===== config.mk =====
export PLATFORM = sky130hd
export DESIGN_NAME = wms_top
export DESIGN_NICKNAME = d
export VERILOG_FILES = /design/src/design/wms_pkg.sv /design/src/design/wms_top.sv
export SDC_FILE = /design/constraint.sdc
export NUM_CORES = 1
export LEC_CHECK = 0
export BUFFER_PORTS_ARGS = -buffer_cell sky130_fd_sc_hd__buf_2
export CAP_MARGIN = 20
export CORE_MARGIN = 2
export CORE_UTILIZATION = 56
export DETAILED_ROUTE_END_ITERATION = 16
export PLACE_DENSITY = 0.79
export SETUP_SLACK_MARGIN = 0.1
export SYNTH_ARGS = -nofsm -noshare
export SYNTH_HDL_FRONTEND = slang
export SYNTH_SLANG_ARGS = --single-unit

===== constraint.sdc =====
create_clock -name sys_clk -period 3.28 [get_ports sys_clk]
set_input_delay 0.328 -clock sys_clk [delete_from_list [all_inputs] [get_ports sys_clk]]
set_output_delay 0.328 -clock sys_clk [all_outputs]
set_load 0.05 [all_outputs]

===== src/design/wms_pkg.sv =====
// Package for the warning mask and signal source selector
package wms_pkg;

    // ------------------------------------------------------------
    // Register map
    // ------------------------------------------------------------
    localparam logic [3:0]  ADDR_MASK_CMD    = 4'h0;  // Mask command, write
    localparam logic [3:0]  ADDR_ACTIVE_MASK = 4'h1;  // Active condition mask, read
    localparam logic [3:0]  ADDR_SRC_SEL     = 4'h2;  // Selected signal source
    localparam logic [3:0]  ADDR_MFI_MODE    = 4'h3;  // Multifunction input mode
    localparam logic [3:0]  ADDR_REMOTE      = 4'h4;  // Remote control bits
    localparam logic [3:0]  ADDR_CONFIG      = 4'h5;  // Configuration number
    localparam logic [3:0]  ADDR_STATUS      = 4'h6;  // Selected source level and combined warning signal

    // ------------------------------------------------------------
    // Mask command codes
    // ------------------------------------------------------------
    localparam logic [7:0]  CMD_NO_CHANGE    = 8'h00;
    localparam logic [7:0]  CMD_ALL          = 8'h01;
    localparam logic [7:0]  CMD_ALL_WARN     = 8'h02;
    localparam logic [7:0]  CMD_ALL_STATE    = 8'h03;
    localparam logic [7:0]  CMD_WARN_FIRST   = 8'h0a;  // 10
    localparam logic [7:0]  CMD_WARN_LAST    = 8'h19;  // 25
    localparam logic [7:0]  CMD_STATE_FIRST  = 8'h1e;  // 30
    localparam logic [7:0]  CMD_STATE_LAST   = 8'h2b;  // 43
    localparam logic [7:0]  CMD_STATE_OFFSET = 8'h0e;  // 14
    localparam logic [7:0]  CMD_REMOVE_FIRST = 8'h65;  // 101
    localparam logic [7:0]  CMD_REMOVE_LAST  = 8'h8f;  // 143
    localparam logic [7:0]  CMD_REMOVE_BASE  = 8'h64;  // 100

    // ------------------------------------------------------------
    // Mask layout and values
    // ------------------------------------------------------------
    localparam logic [31:0] MASK_RESET       = 32'h0000_0000;
    localparam logic [31:0] MASK_ALL         = 32'hffff_ffff;
    localparam logic [31:0] MASK_WARN        = 32'h0000_ffff;
    localparam logic [31:0] MASK_STATE       = 32'hffff_0000;
    localparam logic [31:0] MASK_ASSIGNED    = 32'h3fff_ffff;  // Bits 30 and 31 unused
    localparam int          BIT_LONG_LIMIT   = 25;  // Code 39, long-term 60 s limit
    localparam int          BIT_SHORT_LIMIT  = 26;  // Code 40, short-term 1 s limit

    // ------------------------------------------------------------
    // Signal source numbers
    // ------------------------------------------------------------
    localparam logic [7:0]  SRC_ON           = 8'h06;  // 6
    localparam logic [7:0]  SRC_OFF          = 8'h07;  // 7
    localparam logic [7:0]  SRC_TECH_START   = 8'h0d;  // 13
    localparam logic [7:0]  SRC_FAULT        = 8'h3d;  // 61
    localparam logic [7:0]  SRC_DIN_FIRST    = 8'h46;  // 70
    localparam logic [7:0]  SRC_DIN_LAST     = 8'h4b;  // 75
    localparam logic [7:0]  SRC_MFI          = 8'h4c;  // 76
    localparam logic [7:0]  SRC_WARN_MASK    = 8'h9d;  // 157
    localparam logic [7:0]  MFI_MODE_DIGITAL = 8'h03;
    localparam logic [9:0]  CFG_TECH_A       = 10'h06f;  // 111
    localparam logic [9:0]  CFG_TECH_B       = 10'h19b;  // 411
    localparam logic [9:0]  CFG_RESET        = 10'h06f;
    localparam logic [7:0]  SRC_SEL_RESET    = 8'h07;

    // Register bus request
    typedef struct packed {
        logic [3:0]  addr;
        logic [31:0] wdata;
        logic        wr;
        logic        rd;
    } wms_bus_s;

endpackage


===== src/design/wms_top.sv =====
// Warning mask builder and digital signal source selector
// How it works
// - Code 1 sets every mask bit.
// - Code 2 loads lower sixteen bits set, upper cleared.
// - Code 3 loads upper sixteen bits set, lower cleared.
// - Codes 10 to 25 set mask bit code minus 10.
// - Codes 30 to 43 set mask bit code minus 14.
// - Codes 110 to 125 and 130 to 143 clear the bit their code minus 100 sets.
// - Current mask is readable at any time.
// - Single-bit commands accumulate into the mask.
// - Code 0 leaves the mask untouched.
// - Source 157 is high when any enabled condition is active.
// - State inputs 39 and 40 flag long and short overload limiting.
// - Source 6 is constant high, source 7 constant low.
// - Source 70 follows digital input one.
// - Sources 71 to 75 follow inputs two to six or remote bits.
// - Source 76 follows multifunction input only in mode 3, else remote.
// - Source 61 is high while a fault is reported.
// - Source 13 carries tech start only in configurations 111 and 411.
// - Any source number is selectable in every configuration; only source 13 depends on it.
//
// The address-and-strobe port and the register offsets are this design's own decisions.
module wms_top
    import wms_pkg::*;
(
    // Clock and reset
    input  wire logic        sys_clk,
    input  wire logic        rst_n,
    // Register port
    input  wire logic [3:0]  addr,
    input  wire logic [31:0] wdata,
    input  wire logic        wr,
    input  wire logic        rd,
    output logic      [31:0] rdata,
    // Condition flags from monitoring, same clock
    input  wire logic [15:0] warning_flags,
    input  wire logic [13:0] state_flags,
    input  wire logic        fault_flag,
    input  wire logic        tech_start,
    // Pins
    input  wire logic        digital_in_one,
    input  wire logic        digital_in_two,
    input  wire logic        digital_in_three,
    input  wire logic        digital_in_four,
    input  wire logic        digital_in_five,
    input  wire logic        digital_in_six,
    input  wire logic        multifunction_in_one,
    // Results
    output logic             warn_mask_signal,
    output logic             selected_signal,
    output logic             long_overload_limit_state,
    output logic             short_overload_limit_state
);

    // ------------------------------------------------------------
    // Helpers
    // ------------------------------------------------------------
    // One-hot bit from an index
    function automatic logic [31:0] bit_of(input logic [7:0] idx);
        bit_of = 32'h0000_0001 << idx[4:0];
    endfunction

    // Mask bit that a set code names, zero if none
    function automatic logic [31:0] code_bit(input logic [7:0] code);
        code_bit = 32'h0000_0000;
        if (code >= CMD_WARN_FIRST && code <= CMD_WARN_LAST) begin
            code_bit = bit_of(8'(code - CMD_WARN_FIRST));
        end else if (code >= CMD_STATE_FIRST && code <= CMD_STATE_LAST) begin
            code_bit = bit_of(8'(code - CMD_STATE_OFFSET));
        end
    endfunction

    wms_bus_s bus;
    assign bus = '{addr: addr, wdata: wdata, wr: wr, rd: rd};

    // ------------------------------------------------------------
    // Pin synchronisers
    // ------------------------------------------------------------
    logic [6:0] pin_raw;
    logic [6:0] pin_meta;
    logic [6:0] pin_sync;
    assign pin_raw = {multifunction_in_one, digital_in_six, digital_in_five,
                      digital_in_four, digital_in_three, digital_in_two, digital_in_one};

    // Two flops per pin
    always_ff @(posedge sys_clk) begin
        if (!rst_n) begin
            pin_meta <= 7'h00;
            pin_sync <= 7'h00;
        end else begin
            pin_meta <= pin_raw;
            pin_sync <= pin_meta;
        end
    end

    // ------------------------------------------------------------
    // Configuration registers and mask
    // ------------------------------------------------------------
    logic [31:0] cond_mask;
    logic [31:0] next_cond_mask;
    logic [7:0]  src_sel;
    logic [7:0]  next_src_sel;
    logic [7:0]  mfi_mode;
    logic [7:0]  next_mfi_mode;
    logic [5:0]  remote;
    logic [5:0]  next_remote;
    logic [9:0]  config_num;
    logic [9:0]  next_config_num;
    logic [7:0]  cmd;
    assign cmd = bus.wdata[7:0];

    // Next values of the software state
    always_comb begin
        next_cond_mask  = cond_mask;
        next_src_sel    = src_sel;
        next_mfi_mode   = mfi_mode;
        next_remote     = remote;
        next_config_num = config_num;
        if (bus.wr) begin
            unique case (bus.addr)
                ADDR_MASK_CMD: begin
                    if (cmd == CMD_NO_CHANGE) begin
                        next_cond_mask = cond_mask;
                    end else if (cmd == CMD_ALL) begin
                        next_cond_mask = MASK_ALL;
                    end else if (cmd == CMD_ALL_WARN) begin
                        next_cond_mask = MASK_WARN;
                    end else if (cmd == CMD_ALL_STATE) begin
                        next_cond_mask = MASK_STATE;
                    end else if (cmd >= CMD_REMOVE_FIRST && cmd <= CMD_REMOVE_LAST) begin
                        next_cond_mask = cond_mask & ~code_bit(8'(cmd - CMD_REMOVE_BASE));
                    end else begin
                        next_cond_mask = cond_mask | code_bit(cmd);
                    end
                end
                ADDR_SRC_SEL:  next_src_sel    = bus.wdata[7:0];
                ADDR_MFI_MODE: next_mfi_mode   = bus.wdata[7:0];
                ADDR_REMOTE:   next_remote     = bus.wdata[5:0];
                ADDR_CONFIG:   next_config_num = bus.wdata[9:0];
                default: ;
            endcase
        end
    end

    // Register the software state
    always_ff @(posedge sys_clk) begin
        if (!rst_n) begin
            cond_mask  <= MASK_RESET;
            src_sel    <= SRC_SEL_RESET;
            mfi_mode   <= 8'h00;
            remote     <= 6'h00;
            config_num <= CFG_RESET;
        end else begin
            cond_mask  <= next_cond_mask;
            src_sel    <= next_src_sel;
            mfi_mode   <= next_mfi_mode;
            remote     <= next_remote;
            config_num <= next_config_num;
        end
    end

    // ------------------------------------------------------------
    // Combined warning signal and source selection
    // ------------------------------------------------------------
    logic [31:0] cond_flags;
    logic [5:0]  din_level;
    logic        tech_cfg;
    logic        next_warn;
    logic        next_sel;
    assign cond_flags = {2'b00, state_flags, warning_flags};
    assign tech_cfg   = (config_num == CFG_TECH_A) || (config_num == CFG_TECH_B);

    // Input one is the release input, no remote path; others OR remote
    always_comb begin
        din_level[0] = pin_sync[0];
        for (int i = 1; i < 6; i++) begin
            din_level[i] = pin_sync[i] | remote[i];
        end
    end

    // Next combined signal and selected source level
    always_comb begin
        next_warn = |(cond_flags & cond_mask & MASK_ASSIGNED);
        next_sel  = 1'b0;
        if (src_sel == SRC_ON) begin
            next_sel = 1'b1;
        end else if (src_sel == SRC_OFF) begin
            next_sel = 1'b0;
        end else if (src_sel == SRC_TECH_START) begin
            next_sel = tech_cfg & tech_start;
        end else if (src_sel == SRC_FAULT) begin
            next_sel = fault_flag;
        end else if (src_sel >= SRC_DIN_FIRST && src_sel <= SRC_DIN_LAST) begin
            next_sel = din_level[3'(src_sel - SRC_DIN_FIRST)];
        end else if (src_sel == SRC_MFI) begin
            next_sel = (mfi_mode == MFI_MODE_DIGITAL) ? pin_sync[6] : remote[0];
        end else if (src_sel == SRC_WARN_MASK) begin
            next_sel = next_warn;
        end
    end

    // Register outputs and read data
    logic [31:0] next_rdata;
    always_comb begin
        next_rdata = 32'h0000_0000;
        if (bus.rd) begin
            unique case (bus.addr)
                ADDR_ACTIVE_MASK: next_rdata = cond_mask;
                ADDR_SRC_SEL:     next_rdata = {24'h000000, src_sel};
                ADDR_MFI_MODE:    next_rdata = {24'h000000, mfi_mode};
                ADDR_REMOTE:      next_rdata = {26'h0, remote};
                ADDR_CONFIG:      next_rdata = {22'h0, config_num};
                ADDR_STATUS:      next_rdata = {30'h0, selected_signal, warn_mask_signal};
                default:          next_rdata = 32'h0000_0000;
            endcase
        end
    end

    always_ff @(posedge sys_clk) begin
        if (!rst_n) begin
            warn_mask_signal           <= 1'b0;
            selected_signal            <= 1'b0;
            rdata                      <= 32'h0000_0000;
            long_overload_limit_state  <= 1'b0;
            short_overload_limit_state <= 1'b0;
        end else begin
            warn_mask_signal           <= next_warn;
            selected_signal            <= next_sel;
            rdata                      <= next_rdata;
            long_overload_limit_state  <= cond_flags[BIT_LONG_LIMIT];
            short_overload_limit_state <= cond_flags[BIT_SHORT_LIMIT];
        end
    end

    // ------------------------------------------------------------
    // Assertions
    // ------------------------------------------------------------
    // Enabled and active conditions, watched one cycle later by the checker
    logic [31:0] live_cond;
    assign live_cond = cond_flags & cond_mask & MASK_ASSIGNED;
endmodule


==> impl_metrics.json <==
{
  "setup_ws_ns": 0.905,
  "diodes": 0,
  "io_pins": 115,
  "synth-edff-count": 0,
  "r2r-start": "cond_mask[4]",
  "post-route-period-util": 0.724,
  "synthDistinctLibCells": 65,
  "cts.sinks": 114,
  "fin_worst_skew_ns": 0.0104,
  "cp-start-kind": "primary input",
  "crit_buf_inv": 2,
  "clockBufferDepth": 2,
  "finalWeightedCongestion": 0.934,
  "worstSetupStartpoint": "wdata[3]",
  "grt_remaining_overflow": 0,
  "hold_viol": 0,
  "path_class": "in2reg",
  "path_clk_slew_ns": 0.06,
  "grt_pass1_vias": 5736,
  "finalNetCount": 914,
  "first_pass_iters": 5,
  "grt_pass1_wl_um": 31300,
  "holdCritStartpoint": "digital_in_six",
  "seq_area_frac_synth": 0.382,
  "holdBufCountCts": 0,
  "power_density_nw_per_um2": 514,
  "core_area_um2": 10300,
  "maxSlewHeadroom": 0.321,
  "worst_slew_pin_slew_ns": 1.01,
  "synth-async-reset-ratio": 0,
  "synthFlopType": "dfxtp_1",
  "place_inst": 943,
  "synth.largest_area_cell": "dfxtp_1",
  "die_w_um": 107,
  "rows": 37,
  "clock.fmax_ghz": 0.421,
  "path_max_fanout": 12,
  "die_h_um": 107,
  "setup_tns_ns": 0,
  "synth_area_um2": 5970,
  "worst_ep_arrival_time_ns": 2.79,
  "dr.first_iter.drc_count": 884,
  "pwr-share-clk": 0.496,
  "period_needed_ns": 2.37,
  "routed_wl_um": 20400,
  "post-route-util": 0.702,
  "path_delay_family": "compound AO/OA/AOI/OAI gates",
  "status": "finished clean",
  "critical-path-slowest-cell": "a2111oi_2",
  "place_ws_ns": 0.364,
  "cts_setup_buffers": 0,
  "max_cap_viol_count": 0,
  "combinationalPowerShare": 0.111,
  "synth.net_count": 820,
  "clk_latency_ns": 0.54,
  "end_kind": "flop",
  "switchingPower_mw": 1.00,
  "die-area_um2": 11500,
  "viasPerCell": 6.55,
  "htreeDepth": 4,
  "synth_top_area_frac": 0.382,
  "rsz0062_at_grt": "no",
  "drc": 0,
  "wl_per_cell_um": 20.9,
  "hpwl_um": 14600,
  "seq_power_share": 0.393,
  "synth.area.top_cells": "dfxtp_1 38%, nand2_1 5.2%, and2_1 4.4%",
  "antenna_found_initial": 0,
  "hp-class": "in2reg",
  "required_ns": 3.70,
  "irDropWorstVdd_v": 0.000353,
  "cts_made_buffers": 17,
  "layout-drive-gt1-share": 0.203,
  "root_buffer": "clkbuf_8",
  "cp_cell_sequence": "buf_2, inv_1, ha_1, xor2_1, xor2_1, a2111oi_2, nand2_1, o221a_2, o221a_2",
  "grt_max_degree": 62,
  "setup_viol": 0,
  "p_int_mw": 2.72,
  "slew_viol_final": 0,
  "drt.antenna.violating_nets": 0,
  "finalNonFillerCells": 975,
  "grt_usage": 0.356,
  "syn2layout_area_growth_pct": 21.5,
  "portBuffers": 92,
  "whs_ns": 0.00272,
  "initial_core_util": 0.578,
  "synth_area_per_cell_um2": 8.15,
  "sw_frac_of_total": 0.269,
  "slowest_delay_ns": 0.49,
  "leakage_nw": 2.83,
  "cts_tree": "built",
  "cts_resized": 0,
  "synth_cells": 732,
  "synth.ff_latch_count": 114,
  "vias": 6384,
  "synth_warnings": 0
}
-- registers in the layout, summed over array words and instances, names as in the netlist --
register / cells
cond_mask: 32
rdata: 32
config_num: 10
mfi_mode: 8
src_sel: 8
pin_meta: 7
pin_sync: 7
remote: 6
long_overload_limit_state: 1
selected_signal: 1
short_overload_limit_state: 1
warn_mask_signal: 1
-- synthesized netlist by cell type (all sizes together), types with 5 or more instances --
library cell,number
ha,9
o221ai,7
nand2b,5
a21boi,25
dfxtp,114
nand4,11
nor3,30
a311oi,5
clkbuf,48
xnor2,7
o31ai,8
a211oi,12
xor2,8
and2,43
a21o,9
nor2,49
a2111oi,10
a31oi,11
a21oi,22
nor2b,5
o32ai,9
nor4,15
inv,6
a22oi,31
or3,5
nand3,50
o21ai,25
o211ai,10
nand2,82
-- per-layer routing --
metal | up-vias | track usage | wire, um
met5 | - | 0 | 0
met4 | 0 | 0.109 | 389
met3 | 36 | 0.110 | 2640
met2 | 429 | 0.527 | 8770
met1 | 2986 | 0.497 | 8580
li1 | 2933 | - | -
-- per-stage QoR --
step                cell area (um^2)  total power [mW]
global route                    7250              3.83
CTS                             7250              3.70
finish                          7250              3.72
detailed placement              6670              1.89
global placement                6670              1.88
floorplan                       5970              1.73
-- layout make-up --
type	instances	area, um^2
Tap cell	136	170
Clock inverter	13	160
Clock buffer	19	422
Multi-Input combinational cell	560	3470
Sequential cell	114	2280
Timing Repair Buffer	126	716
Fill cell	838	3080
Inverter	7	26.3
-- cells in the final DEF, fill, tap and decap left out, drive strengths merged, types with 7 or more instances in the layout --
| master | count |
|---|---|
| xor2 | 8 |
| o32ai | 9 |
| a2111oi | 10 |
| o211ai | 10 |
| a21o | 9 |
| nand2 | 82 |
| nand3 | 50 |
| o221ai | 7 |
| clkbuf | 19 |
| a22oi | 31 |
| a211oi | 12 |
| xnor2 | 7 |
| clkinv | 8 |
| inv | 7 |
| nor3 | 30 |
| nor2 | 49 |
| nor4 | 15 |
| a21boi | 25 |
| o21ai | 25 |
| ha | 9 |
| a21oi | 22 |
| and2 | 43 |
| dfxtp | 114 |
| o31ai | 8 |
| buf | 126 |
| nand4 | 11 |
| a31oi | 11 |
-- logic make-up after synthesis --
group / count (synthesis) / synth area share
fa+ha+maj: 9 / 0.0189
simple gates: 319 / 0.271
flops: 114 / 0.382
compound gates: 211 / 0.257
buf+inv: 58 / 0.0380
xor+xnor: 15 / 0.0220
mux: 6 / 0.0105
-- worst reg2reg max path, stage by stage, from the launching register on --
cell and delay, ns:
dfxtp_1 0.38, a22oi_1 0.31, nand4_1 0.13, nor3_1 0.40, a21oi_1 0.18, o31ai_1 0.28, a21oi_1 0.10
-- worst paths after layout --
kind	end	depth (start not counted)	slack, ns
worst max-delay path	cond_mask[0]	9	0.91
worst min-delay path	pin_meta[5]	2	0.003
worst max register to register	selected_signal	6	1.38
worst min register to register	pin_sync[0]	1	0.43
-- power groups by stage --
stage | sequential [mW] | clock [mW] | combinational [mW]
4_1_cts | 1.46 | 1.84 | 0.403
3_3_place_gp | 1.49 | 0 | 0.391
2_1_floorplan | 1.50 | 0 | 0.238
5_1_grt | 1.47 | 1.92 | 0.443
6_report | 1.46 | 1.85 | 0.412
3_5_place_dp | 1.49 | 0 | 0.400
No activity file was read; power rests on OpenSTA's default activity.
